<file path="src/rtl/mad_pkg.sv">
// Purpose: shared types, field positions, reset values and helpers of the motion activity detector
// Assumes: samples are 12-bit two's complement, thresholds are unsigned magnitudes
// Notes: one reference set serves both detectors
package mad_pkg;

   // requested operating mode
   typedef enum logic [1:0] {
      MODE_STBY = 2'b00,
      MODE_RSVD = 2'b01,
      MODE_MEAS = 2'b10,
      MODE_WAKE = 2'b11
   } mad_mode_type;

   // how the two detectors interact
   typedef enum logic [1:0] {
      LINK_DEFAULT = 2'b00,
      LINK_LINKED = 2'b01,
      LINK_RSVD = 2'b10,
      LINK_LOOP = 2'b11
   } mad_link_type;

   // linked and loop sequencing, gray coded around the loop
   typedef enum logic [1:0] {
      ST_LOOK_ACT = 2'b00,
      ST_SERV_ACT = 2'b01,
      ST_LOOK_INACT = 2'b11,
      ST_SERV_INACT = 2'b10
   } mad_state_type;

   localparam int SAMPLE_W = 12;
   localparam int THRESH_W = 11;
   // 20 s at the slowest rate of 12.5 samples/s is 250 samples
   localparam int ACT_TIME_S = 20;
   localparam int ACT_TIME_W = 8;
   // up to 65535 samples
   localparam int INACT_TIME_W = 16;
   // wake-up mode evaluates one sample in this many, about six per second at 100 samples/s
   localparam int WAKE_DECIM = 16;

   // interrupt map field positions
   localparam int INT_MAP_W = 3;
   localparam int INT_BIT_ACT = 0;
   localparam int INT_BIT_INACT = 1;
   localparam int INT_BIT_AWAKE = 2;

   // values after reset
   localparam logic RST_AWAKE = 1'b0;
   localparam mad_state_type RST_STATE = ST_LOOK_ACT;

   // magnitude of a minus b, both signed samples
   function automatic logic [SAMPLE_W-1:0] abs_diff(input logic [SAMPLE_W-1:0] a, input logic [SAMPLE_W-1:0] b);
      logic [SAMPLE_W:0] d;
      d = {a[SAMPLE_W-1], a} - {b[SAMPLE_W-1], b};
      abs_diff = d[SAMPLE_W] ? SAMPLE_W'(-d) : d[SAMPLE_W-1:0];
   endfunction

endpackage

</file>
<file path="src/rtl/mad_detector.sv">
// Purpose: activity and inactivity detection with linked, loop and autosleep sequencing
// Assumes: sample_valid pulses once per output sample from logic on sys_clk
// Notes: flags are cleared by one-cycle pulses from the host; a new event beats a clear
`timescale 1ns/1ps
//
// Function
// - activity only after sustained over-threshold time
// - absolute activity compares raw sample to threshold
// - referenced activity uses deviation from reference
// - capture reference when activity enabled while measuring
// - linked: recapture reference on inactivity
// - unlinked: recapture reference on activity
// - activity timer and threshold programmable
// - wake-up mode uses single-sample activity
// - inactivity only after sustained under-threshold time
// - absolute inactivity needs consecutive samples under threshold
// - referenced inactivity uses deviation from reference
// - inactivity timer counts samples, one to 65535
// - any interruption restarts inactivity count
// - both detectors off after reset
// - default: both armed, pending event blocks re-signal
// - linked: after activity arm only inactivity
// - linked: after inactivity arm only activity
// - linked: wait for host service before rearming
// - loop: alternate without waiting for host
// - autosleep: wake-up on inactivity, measure on activity
// - default mode ignores autosleep
// - event flags, each routable to interrupts
// - awake flag set by activity, cleared by inactivity
// - wake-up mode evaluates about six samples per second
// - standby keeps flags, makes no new events
module mad_detector #(
   parameter int ACT_TW = mad_pkg::ACT_TIME_W,
   parameter int INACT_TW = mad_pkg::INACT_TIME_W,
   parameter int DECIM = mad_pkg::WAKE_DECIM
) (
   input wire logic sys_clk,
   input wire logic srst,
   input wire logic sample_valid,
   input wire logic [mad_pkg::SAMPLE_W-1:0] x_smp,
   input wire logic [mad_pkg::SAMPLE_W-1:0] y_smp,
   input wire logic [mad_pkg::SAMPLE_W-1:0] z_smp,
   input wire mad_pkg::mad_mode_type host_mode,
   input wire mad_pkg::mad_link_type link_mode,
   input wire logic autosleep_en,
   input wire logic act_en,
   input wire logic act_ref_mode,
   input wire logic [mad_pkg::THRESH_W-1:0] act_thresh,
   input wire logic [ACT_TW-1:0] act_time,
   input wire logic inact_en,
   input wire logic inact_ref_mode,
   input wire logic [mad_pkg::THRESH_W-1:0] inact_thresh,
   input wire logic [INACT_TW-1:0] inact_time,
   input wire logic act_clr,
   input wire logic inact_clr,
   input wire logic [mad_pkg::INT_MAP_W-1:0] int1_map,
   input wire logic [mad_pkg::INT_MAP_W-1:0] int2_map,
   output logic act_flag_q,
   output logic inact_flag_q,
   output logic awake_q,
   output logic auto_sleep_q,
   output logic int1_q,
   output logic int2_q
);
   import mad_pkg::*;

   localparam int DW = (DECIM > 1) ? $clog2(DECIM) : 1;
   localparam logic [DW-1:0] DEC_LAST = DW'(DECIM - 1);

   mad_state_type st_q;
   mad_state_type st_d;
   logic [DW-1:0] dec_q;
   logic [ACT_TW-1:0] act_cnt_q;
   logic [INACT_TW-1:0] inact_cnt_q;
   logic [SAMPLE_W-1:0] ref_x_q;
   logic [SAMPLE_W-1:0] ref_y_q;
   logic [SAMPLE_W-1:0] ref_z_q;
   logic cap_pend_q;
   logic act_on_q;
   logic inact_on_q;
   logic standby;
   logic eff_wake;
   logic linked;
   logic loop_m;
   logic eval;
   logic act_above;
   logic inact_below;
   logic act_armed;
   logic inact_armed;
   logic act_time_met;
   logic inact_time_met;
   logic act_det;
   logic inact_det;
   logic ref_cap;
   logic [INT_MAP_W-1:0] int_src;

   // mode decode; autosleep only pulls measurement into wake-up
   assign standby = (host_mode == MODE_STBY) || (host_mode == MODE_RSVD);
   assign eff_wake = (host_mode == MODE_WAKE) || ((host_mode == MODE_MEAS) && auto_sleep_q);
   assign loop_m = (link_mode == LINK_LOOP);
   assign linked = (link_mode == LINK_LINKED) || loop_m;

   // wake-up mode thins the evaluated samples; standby evaluates nothing
   assign eval = sample_valid && !standby && (!eff_wake || (dec_q == '0));

   // wake-up decimation counter
   always_ff @(posedge sys_clk) begin
      if (srst || !eff_wake) begin
         dec_q <= '0;
      end else if (sample_valid && !standby) begin
         dec_q <= (dec_q == DEC_LAST) ? '0 : DW'(dec_q + 1'b1);
      end
   end

   // comparators; a sample that takes a reference requested by an enable edge is judged against itself, not a stale one
   mad_axis_cmp u_act_cmp (
      .x_smp(x_smp),
      .y_smp(y_smp),
      .z_smp(z_smp),
      .x_ref(cap_pend_q ? x_smp : ref_x_q),
      .y_ref(cap_pend_q ? y_smp : ref_y_q),
      .z_ref(cap_pend_q ? z_smp : ref_z_q),
      .use_ref(act_ref_mode),
      .thresh(act_thresh),
      .any_above(act_above),
      .all_below()
   );

   mad_axis_cmp u_inact_cmp (
      .x_smp(x_smp),
      .y_smp(y_smp),
      .z_smp(z_smp),
      .x_ref(cap_pend_q ? x_smp : ref_x_q),
      .y_ref(cap_pend_q ? y_smp : ref_y_q),
      .z_ref(cap_pend_q ? z_smp : ref_z_q),
      .use_ref(inact_ref_mode),
      .thresh(inact_thresh),
      .any_above(),
      .all_below(inact_below)
   );

   // arming: default waits on the pending flag, linked and loop follow the sequencer
   assign act_armed = act_en && (linked ? (st_q == ST_LOOK_ACT) : !act_flag_q);
   assign inact_armed = inact_en && (linked ? (st_q == ST_LOOK_INACT) : !inact_flag_q);

   // qualification timers; a setting of zero behaves as one sample
   assign act_time_met = ({1'b0, act_cnt_q} + (ACT_TW + 1)'(1)) >= {1'b0, act_time};
   assign inact_time_met = ({1'b0, inact_cnt_q} + (INACT_TW + 1)'(1)) >= {1'b0, inact_time};
   assign act_det = eval && act_armed && act_above && (eff_wake || act_time_met);
   assign inact_det = eval && inact_armed && inact_below && inact_time_met;

   // activity sample counter, counts only in measurement mode
   always_ff @(posedge sys_clk) begin
      if (srst || !act_armed || eff_wake) begin
         act_cnt_q <= '0;
      end else if (eval) begin
         if (!act_above || act_det) begin
            act_cnt_q <= '0;
         end else if (act_cnt_q != '1) begin
            act_cnt_q <= ACT_TW'(act_cnt_q + 1'b1);
         end
      end
   end

   // inactivity sample counter, any moving sample restarts it
   always_ff @(posedge sys_clk) begin
      if (srst || !inact_armed) begin
         inact_cnt_q <= '0;
      end else if (eval) begin
         if (!inact_below || inact_det) begin
            inact_cnt_q <= '0;
         end else if (inact_cnt_q != '1) begin
            inact_cnt_q <= INACT_TW'(inact_cnt_q + 1'b1);
         end
      end
   end

   // event flags, a new event wins over a clear in the same cycle
   always_ff @(posedge sys_clk) begin
      if (srst) begin
         act_flag_q <= 1'b0;
         inact_flag_q <= 1'b0;
      end else begin
         if (act_det) begin
            act_flag_q <= 1'b1;
         end else if (act_clr) begin
            act_flag_q <= 1'b0;
         end
         if (inact_det) begin
            inact_flag_q <= 1'b1;
         end else if (inact_clr) begin
            inact_flag_q <= 1'b0;
         end
      end
   end

   // sequencer for linked and loop modes
   always_comb begin
      st_d = st_q;
      if (!linked) begin
         st_d = ST_LOOK_ACT;
      end else begin
         unique case (st_q)
            ST_LOOK_ACT: begin
               if (act_det) begin
                  st_d = loop_m ? ST_LOOK_INACT : ST_SERV_ACT;
               end
            end
            ST_SERV_ACT: begin
               if (loop_m || !act_flag_q) begin
                  st_d = ST_LOOK_INACT;
               end
            end
            ST_LOOK_INACT: begin
               if (inact_det) begin
                  st_d = loop_m ? ST_LOOK_ACT : ST_SERV_INACT;
               end
            end
            ST_SERV_INACT: begin
               if (loop_m || !inact_flag_q) begin
                  st_d = ST_LOOK_ACT;
               end
            end
         endcase
      end
   end

   // sequencer state
   always_ff @(posedge sys_clk) begin
      if (srst) begin
         st_q <= RST_STATE;
      end else begin
         st_q <= st_d;
      end
   end

   // awake status follows the last event
   always_ff @(posedge sys_clk) begin
      if (srst) begin
         awake_q <= RST_AWAKE;
      end else if (act_det) begin
         awake_q <= 1'b1;
      end else if (inact_det) begin
         awake_q <= 1'b0;
      end
   end

   // autosleep drops to wake-up on inactivity and back on activity
   always_ff @(posedge sys_clk) begin
      if (srst || !linked || !autosleep_en) begin
         auto_sleep_q <= 1'b0;
      end else if (act_det) begin
         auto_sleep_q <= 1'b0;
      end else if (inact_det) begin
         auto_sleep_q <= 1'b1;
      end
   end

   // enable edges while measuring request a fresh reference
   always_ff @(posedge sys_clk) begin
      if (srst) begin
         act_on_q <= 1'b0;
         inact_on_q <= 1'b0;
         cap_pend_q <= 1'b0;
      end else begin
         act_on_q <= act_en && !standby;
         inact_on_q <= inact_en && !standby;
         if ((act_en && !standby && !act_on_q) || (inact_en && !standby && !inact_on_q)) begin
            cap_pend_q <= 1'b1;
         end else if (ref_cap) begin
            cap_pend_q <= 1'b0;
         end
      end
   end

   // reference capture points
   assign ref_cap = eval && (cap_pend_q || (linked ? inact_det : act_det));

   // reference takes the sample in hand
   always_ff @(posedge sys_clk) begin
      if (srst) begin
         ref_x_q <= '0;
         ref_y_q <= '0;
         ref_z_q <= '0;
      end else if (ref_cap) begin
         ref_x_q <= x_smp;
         ref_y_q <= y_smp;
         ref_z_q <= z_smp;
      end
   end

   // interrupt routing
   assign int_src = {awake_q, inact_flag_q, act_flag_q};
   always_ff @(posedge sys_clk) begin
      if (srst) begin
         int1_q <= 1'b0;
         int2_q <= 1'b0;
      end else begin
         int1_q <= |(int1_map & int_src);
         int2_q <= |(int2_map & int_src);
      end
   end

   // checks on the detection logic
   property p_rst_clear;
      @(posedge sys_clk) srst |=> (!act_flag_q && !inact_flag_q && st_q == RST_STATE);
   endproperty
   a_rst_clear: assert property (p_rst_clear) else $error("flags not clear after reset");
   property p_act_timed;
      @(posedge sys_clk) disable iff (srst)
      (act_det && !eff_wake) |-> (({1'b0, act_cnt_q} + (ACT_TW + 1)'(1)) >= {1'b0, act_time}) && act_above;
   endproperty
   a_act_timed: assert property (p_act_timed) else $error("activity declared early");
   property p_wake_single;
      @(posedge sys_clk) disable iff (srst)
      (eval && eff_wake && act_armed && act_above) |=> act_flag_q;
   endproperty
   a_wake_single: assert property (p_wake_single) else $error("wake-up activity not immediate");
   property p_inact_restart;
      @(posedge sys_clk) disable iff (srst)
      (eval && inact_armed && !inact_below) |=> (inact_cnt_q == '0);
   endproperty
   a_inact_restart: assert property (p_inact_restart) else $error("inactivity count not restarted");
   property p_linked_one;
      @(posedge sys_clk) disable iff (srst)
      linked |-> !(act_armed && inact_armed);
   endproperty
   a_linked_one: assert property (p_linked_one) else $error("both detectors armed in linked mode");
   property p_linked_wait;
      @(posedge sys_clk) disable iff (srst)
      (link_mode == LINK_LINKED && st_q == ST_SERV_ACT && act_flag_q && !act_clr) |=> (st_q == ST_SERV_ACT);
   endproperty
   a_linked_wait: assert property (p_linked_wait) else $error("rearmed before service");
   property p_autosleep;
      @(posedge sys_clk) disable iff (srst)
      (inact_det && linked && autosleep_en) ##1 (linked && autosleep_en) |-> auto_sleep_q;
   endproperty
   a_autosleep: assert property (p_autosleep) else $error("autosleep not entered");
   property p_default_nosleep;
      @(posedge sys_clk) disable iff (srst)
      (link_mode == LINK_DEFAULT) |=> !auto_sleep_q;
   endproperty
   a_default_nosleep: assert property (p_default_nosleep) else $error("autosleep in default mode");
   property p_standby_hold;
      @(posedge sys_clk) disable iff (srst)
      (standby && !act_clr && !inact_clr) |=> ($stable(act_flag_q) && $stable(inact_flag_q));
   endproperty
   a_standby_hold: assert property (p_standby_hold) else $error("flag changed in standby");

   property p_ref_sample;
      @(posedge sys_clk) disable iff (srst)
      ref_cap |=> (ref_x_q == $past(x_smp) && ref_y_q == $past(y_smp) && ref_z_q == $past(z_smp));
   endproperty
   a_ref_sample: assert property (p_ref_sample) else $error("reference not the captured sample");

   property p_set_wins;
      @(posedge sys_clk) disable iff (srst)
      (inact_det && inact_clr) |=> inact_flag_q ##1 (int2_q || !$past(int2_map[INT_BIT_INACT]));
   endproperty
   a_set_wins: assert property (p_set_wins) else $error("event lost to clear");

endmodule

</file>
<file path="src/rtl/mad_axis_cmp.sv">
// Purpose: per-axis threshold comparison, absolute or against a reference
// Assumes: all inputs from the same clock domain, purely combinational
// Notes: any axis over the threshold counts as over; all axes must be under to count as under
`timescale 1ns/1ps
module mad_axis_cmp (
   input wire logic [mad_pkg::SAMPLE_W-1:0] x_smp,
   input wire logic [mad_pkg::SAMPLE_W-1:0] y_smp,
   input wire logic [mad_pkg::SAMPLE_W-1:0] z_smp,
   input wire logic [mad_pkg::SAMPLE_W-1:0] x_ref,
   input wire logic [mad_pkg::SAMPLE_W-1:0] y_ref,
   input wire logic [mad_pkg::SAMPLE_W-1:0] z_ref,
   input wire logic use_ref,
   input wire logic [mad_pkg::THRESH_W-1:0] thresh,
   output logic any_above,
   output logic all_below
);
   import mad_pkg::*;

   logic [SAMPLE_W-1:0] mag_x;
   logic [SAMPLE_W-1:0] mag_y;
   logic [SAMPLE_W-1:0] mag_z;
   logic [SAMPLE_W-1:0] thr_w;

   // magnitude per axis, deviation from reference when referenced
   assign mag_x = abs_diff(x_smp, use_ref ? x_ref : '0);
   assign mag_y = abs_diff(y_smp, use_ref ? y_ref : '0);
   assign mag_z = abs_diff(z_smp, use_ref ? z_ref : '0);
   assign thr_w = {1'b0, thresh};

   // each axis judged on its own
   assign any_above = (mag_x > thr_w) || (mag_y > thr_w) || (mag_z > thr_w);
   assign all_below = (mag_x < thr_w) && (mag_y < thr_w) && (mag_z < thr_w);
endmodule

</file>
<file path="config.mk">
export PLATFORM = sky130hd
export DESIGN_NAME = mad_detector
export DESIGN_NICKNAME = d
export VERILOG_FILES = /design/src/rtl/mad_pkg.sv /design/src/rtl/mad_detector.sv /design/src/rtl/mad_axis_cmp.sv
export SDC_FILE = /design/constraint.sdc
export NUM_CORES = 1
export LEC_CHECK = 0
export BUFFER_PORTS_ARGS = -buffer_cell sky130_fd_sc_hd__buf_2
export CAP_MARGIN = 20
export CORE_AREA = 2 2 144 146
export DETAILED_ROUTE_END_ITERATION = 10
export DIE_AREA = 0 0 146 148
export GPL_ROUTABILITY_DRIVEN = 0
export HOLD_SLACK_MARGIN = 0.06
export PLACE_DENSITY = 0.78
export RECOVER_POWER = 50
export SLEW_MARGIN = 20
export SYNTH_ARGS = -nofsm -noshare
export SYNTH_HDL_FRONTEND = slang
export SYNTH_SLANG_ARGS = --single-unit
</file>
<file path="constraint.sdc">
create_clock -name sys_clk -period 6 [get_ports sys_clk]
set_clock_uncertainty 0.15 [all_clocks]
set_input_delay 0.6 -clock sys_clk [delete_from_list [all_inputs] [get_ports sys_clk]]
set_output_delay 0.6 -clock sys_clk [all_outputs]
set_load 0.005 [all_outputs]
</file>
Word-level counts from Yosys, hierarchy flattened:

Cells that the tools add are included.

* register bits: 75
* input bits: 102
* output and inout bits: 6

* bitwise logic cells: 3
* equal/unequal tests: 15
* muxes and demuxes: 38
* magnitude comparators: 8
* reduce and logical (&&, ||, !) cells: 65
* $add $sub $neg: 17

Operators by type and width (number)
* $mux W12: 15
* $sub A12 B12 Y13: 6
* $neg A12 Y12: 6
* $gt A12 B11 Y1: 3
* $lt A12 B11 Y1: 3
* $mux W16: 2
* $logic_or A1 B1 Y1: 19
* $logic_and A1 B1 Y1: 18
* $add A16 B1 Y17 const B: 1
* $ge A17 B16 Y1: 1
* $add A16 B1 Y16 const B: 1
* $mux W8: 2
* $ne A16 B16 Y1 const B: 1
* $logic_not A1 Y1: 12
* $mux W2: 6
* $reduce_bool A2 Y1: 6
* $mux W1: 11
* $eq A2 B2 Y1 const B: 5
* $add A8 B1 Y9 const B: 1
* $ge A9 B8 Y1: 1
* $add A8 B1 Y8 const B: 1
* $ne A2 B2 Y1 const B: 4
* $ne A8 B8 Y1 const B: 1
* $pmux W2 S4: 1
* 12 further kinds: 19

Longest topological paths before layout:

* depth after elaboration: 15
* gate-level depth with buffers: 28
* mapped depth without buffers: 25

Cells and area by module:

From an unflattened synthesis, not the netlist that was laid out.

* cell total of the unflattened synthesis: 1398
* area total of the unflattened synthesis: 11070.6 sq um

By module, submodules not included
* mad_detector: cells an instance 461, instances 1, area an instance 4319.1 sq um, sequential area each 1501.4 sq um
* mad_axis_cmp (u_act_cmp): cells an instance 463, instances 1, area an instance 3377.0 sq um, sequential area each 0.0 sq um
* mad_axis_cmp (u_inact_cmp): cells an instance 474, instances 1, area an instance 3374.5 sq um, sequential area each 0.0 sq um

Worst setup path after synthesis:

OpenSTA, ideal clock, no wires.

* path kind: register -> register
* start point: register cap_pend_q
* end point: register ref_x_q[0]
* cell stages (with the launch flop): 27
* data arrival time: 5.722 ns
* period minus slack after synthesis: 5.944 ns
* path slack: 0.056 ns
* setup time: 0.072 ns
* data required time: 5.778 ns
* path through: dfxtp_1 > clkbuf_1 > clkbuf_1 > mux2_2 > nand2_1 > fa_1 > a211oi_1 > o21ai_0 > a211oi_1 > nor2_1 > a2111oi_0 > a21oi_1 > mux2_2 > ha_1 > nor2b_1 > o211ai_1 > a21oi_1 > o21bai_1 > a21o_1 > and3_1 > o21ai_1 > a211oi_2 > or3b_1 > a31oi_1 > buf_4 > buf_6 > mux2i_1

* word-level cells in the longest chain between the ends: 13
* elaborated cells between the ends (all ways): 44

Ends and longest elaborated chain
* from (decl): RTL line mad_detector.sv:78 `logic cap_pend_q;`
* from (signal assigned): RTL line mad_detector.sv:264 `cap_pend_q <= 1'b0;`
* from (signal assigned): RTL line mad_detector.sv:269 `cap_pend_q <= 1'b1;`
* from (signal assigned): RTL line mad_detector.sv:271 `cap_pend_q <= 1'b0;`
* $mux W12 (on tied branches)
* $mux W12 (on tied branches): RTL line mad_axis_cmp.sv:25, mad_axis_cmp.sv:26
* $sub A12 B12 Y13: RTL line mad_pkg.sv:53 `d = {a[SAMPLE_W-1], a} - {b[SAMPLE_W-1], b};`
* $neg A12 Y12: RTL line mad_pkg.sv:54 `abs_diff = d[SAMPLE_W] ? SAMPLE_W'(-d) : d[SAMPLE_W-1:0];`
* $mux W12: RTL line mad_pkg.sv:54
* $gt A12 B11 Y1 or $lt A12 B11 Y1 (tied branches): RTL line mad_axis_cmp.sv:31, mad_axis_cmp.sv:32
* $logic_or A1 B1 Y1 or $logic_and A1 B1 Y1 (tied branches) (2 in series): RTL line mad_axis_cmp.sv:31, mad_axis_cmp.sv:32
* $logic_and A1 B1 Y1 (on tied branches) (2 in series): RTL line mad_detector.sv:149, mad_detector.sv:150
* $mux W1: RTL line mad_detector.sv:277 `assign ref_cap = eval && (cap_pend_q || (linked ? inact_det : act_det));`
* $logic_or A1 B1 Y1 *: RTL line mad_detector.sv:277
* $logic_and A1 B1 Y1 *: RTL line mad_detector.sv:277
* to (signal assigned): RTL line mad_detector.sv:286 `ref_x_q <= x_smp;`
* to (decl): RTL line mad_detector.sv:75 `logic [SAMPLE_W-1:0] ref_x_q;`

Mark *: on every way between the ends. The rest lies on a longest branch, timed or not.
A chain may end at the register's enable or synchronous reset.

Worst setup path in the final report:

* start point: register cap_pend_q
* end point: register ref_x_q[3]

Same word-level chain as after synthesis.

==> summary.md <==
| Metric | Value |
|---|---|
| Status | `finished, violations left` |
| Failing checks | `max-capacitance violations, max-slew violations` |
| Syn Inst Count | `1431` |
| Synth Area in Adders | `20.1%` |
| Die area | `21600 um2` |
| IO Pins | `108` |
| Hold Startpoint | `ref_x_q[8]` |
| Clock-pin slew on the worst setup and hold paths | `0.06 ns` |
| Worst Slack Setup Final | `0.204 ns` |
| Mapped Area | `11100 um2` |
| Global Route Usage Sum | `24.8%` |
| Register area share after synthesis | `13.5%` |
| Cell total after placement | `1788` |
| 1st-iter DRT viols | `587` |
| Synth Area in Compound Gates | `20.9%` |
| Final Core Density | `62.1%` |
| Post-synth EDFFs | `0` |
| Clock Tree Buf Depth | `2` |
| Hold Path Class | `reg2reg` |
| Hold Vio Cnt, Final | `0` |
| Htree depth | `3` |
| Clk Latency, worst-skew pair | `0.34 ns` |
| Synthesis Warnings | `0` |
| Commonest cells after routing, fill and taps aside | `ha_1 (169), nand2_1 (131), nor2_1 (104), buf_2 (104), a21oi_1 (102)` |
| Clock Sinks | `75` |
| Cell area after placement | `12000 um2` |
| CTS root buffer | `clkbuf_16` |
| Rel. slew slack | `-77.0%` |
| Pre-CTS setup slack | `-0.123 ns` |
| #FFs+latches synth | `75` |
| Vias per cell | `5.84` |
| Final net count | `1808` |
| Congestion Overflow GR | `0` |
| Metal2 WL | `12.7 mm` |
| Die X | `146 um` |
| Layout cells sized above 1 | `13.9%` |
| Total power | `2.17 mW` |
| WL met3 | `1.53 mm` |
| Synth cell types | `85` |
| Crit. Startpoint | `cap_pend_q` |
| # Max-Cap Violations | `1` |
| Die Y | `148 um` |
| Largest family of logic cells by synthesized area | `simple AND/OR/NAND/NOR gates` |
| Core ar. | `20000 um2` |
| Dpl hpwl | `22.4 mm` |
| Post-synth ARST share | `0%` |
| Mux share of post-synthesis cell area | `7.52%` |
| DRT met1 WL | `13.0 mm` |
| Synth Area in Simple Gates | `23.8%` |
| CP Max Fanout | `23` |
| Cell Pwr Density | `175 nW/um2` |
| Post-Synth XOR/XNOR Area | `9.69%` |
| Slew Limit Fails | `84` |
| Vias | `10500` |
| Final Cell Area | `12500 um2` |
| DR top layer | `met5` |
| Data required, critical path | `6.11 ns` |
| Fillers | `1798` |
| Antenna violations before repair | `4` |
| Fmax | `173 MHz` |
| First-pass GRT wire length | `45.7 mm` |
| WHS | `0.321 ns` |
| Cell accounting for the most synthesized area | `ha_1` |
| Area grow syn2layout | `12.0%` |
| CP Class | `reg2reg` |
| CP arrival | `5.91 ns` |
| # port buffers | `107` |
| Leak | `5.27 nW` |
| Count of final setup violators | `0` |
| Main synth FF type | `dfxtp_1` |
| Post-route minimum period | `5.80 ns` |
| Most common cell after layout, fill and taps aside | `ha_1` |
| Avg Inst Size Synth | `7.77 um2` |
| Routed length per placed instance | `15.4 um` |
| Setup_tns | `0 ns` |
| Drt total wl | `27.8 mm` |
| Top cell type's share of synthesized area | `19.0%` |
| Syn Nets | `1708` |
| DRT Pass-1 Iters | `5` |
| Reg-to-reg startpoint | `cap_pend_q` |
| Startpoint Class | `flop` |
| Worst IR Drop VDD | `146 uV` |
| CTS Hold Bufs | `0` |
| Crit. End Element | `flop` |
| Via count of the first global-routing pass | `9951` |
| Worst-Margin Slew | `2.65 ns` |
| Largest net degree at the start of global routing | `84` |
| Area contributors post-synth | `ha_1 (19%), dfxtp_1 (14%), xnor2_1 (5.8%)` |
| CTS tree | `built` |
| Period utilization | `96.6%` |
| Post-detailed-route count of antenna-violating nets | `0` |
| FP Rows | `52` |
| Post-Layout Cell Count | `1806` |
| Residual DRC count | `0` |
| Initial Util | `55.5%` |
| Cts bufs inserted | `9` |
==> timing repair <==
action,in CTS,in global routing
setup endpoints to repair,3,60
pin swaps,0,3
setup buffers,0,1
cloned,0,1
resized for setup,1,21
==> kinds of logic (layout without fill, tap and decap cells) <==
kind of cell	Yosys count	in the layout
simple gates	516	516
compound gates	343	343
fa+ha+maj	175	175
xor+xnor	123	123
buf+inv	120	224
mux	79	79
flops	75	75
other cells	0	1
==> path summary, 6_finish.rpt <==
kind                endpoint  slack, ns  depth (start not counted)
hold / removal    ref_x_q[8]       0.32                          2
setup / recovery  ref_x_q[3]       0.20                         22
hold reg to reg   ref_x_q[8]       0.32                          2
setup reg to reg  ref_x_q[3]       0.20                         22
==> layout make-up <==
| cell class | instances | area [um2] | area share (%) |
|---|---|---|---|
| Multi-Input combinational cell | 1236 | 9230 | 74.1 |
| Sequential cell | 75 | 1510 | 12.1 |
| Timing Repair Buffer | 128 | 782 | 6.28 |
| Tap cell | 270 | 338 | 2.71 |
| Inverter | 81 | 304 | 2.44 |
| Clock buffer | 13 | 260 | 2.09 |
| Clock inverter | 2 | 35.0 | 0.281 |
| Antenna cell | 1 | 2.50 | 0.0201 |
==> routing by layer <==
metal / GRT usage, % / vias up
met4: 7.18 / 4
li1: - / 5392
met2: 42.3 / 308
met1: 33.1 / 4797
met3: 3.15 / 45
met5: 0 / -
==> registers in the layout (all words and copies together) (netlist names) <==
register,cells
act_on_q,1
awake_q,1
auto_sleep_q,1
int2_q,1
ref_y_q,12
inact_on_q,1
ref_x_q,12
inact_flag_q,1
st_q,2
act_cnt_q,8
dec_q,4
cap_pend_q,1
ref_z_q,12
int1_q,1
act_flag_q,1
inact_cnt_q,16
==> critical path, stage by stage, from the launching register on <==
cell and delay (ns):
dfxtp_4 0.43, buf_12 0.20, mux2_2 0.37, nand2_1 0.07, ha_1 0.28, a21oi_1 0.16, nand2_1 0.13, or3_1 0.43
and2_1 0.21, nor3_1 0.25, and3_1 0.24, a31oi_1 0.10, xor2_1 0.16, ha_1 0.29, and4_1 0.23, a2111oi_2 0.38
nand4_1 0.14, a311oi_1 0.31, and2_1 0.21, nand4_1 0.20, a31oi_4 0.35, buf_12 0.22, mux2i_1 0.22
==> power breakdown <==
group / internal (mW) / switching (mW) / leakage, nW
sequential: 0.506 / 0.00638 / 0.607
combinational: 0.489 / 0.625 / 4.52
clock: 0.342 / 0.205 / 0.146
==> Yosys cell counts (5+ instances only) <==
cell and n:
and2_1 9, o211ai_1 10, xor2_1 50, inv_1 81, o21ai_0 55, dfxtp_1 75
nor3_1 26, nor2_1 105, nand3_1 30, o21bai_1 7, ha_1 169, a2111oi_0 7
buf_6 6, clkbuf_1 26, o2111ai_1 5, and3_1 22, o22ai_1 6, nor2b_1 31
xnor2_1 73, o2111a_1 5, nand2b_1 100, o31a_1 5, a311oi_1 15, nand4_1 20
mux2_2 36, o21a_1 15, a211oi_1 11, mux2i_1 43, nand2_1 131, a21o_1 21
a21boi_0 5, or3_1 9, fa_1 6, a21oi_1 105, a31oi_1 21, and4_1 6
Power figures use the tool's default switching activity.
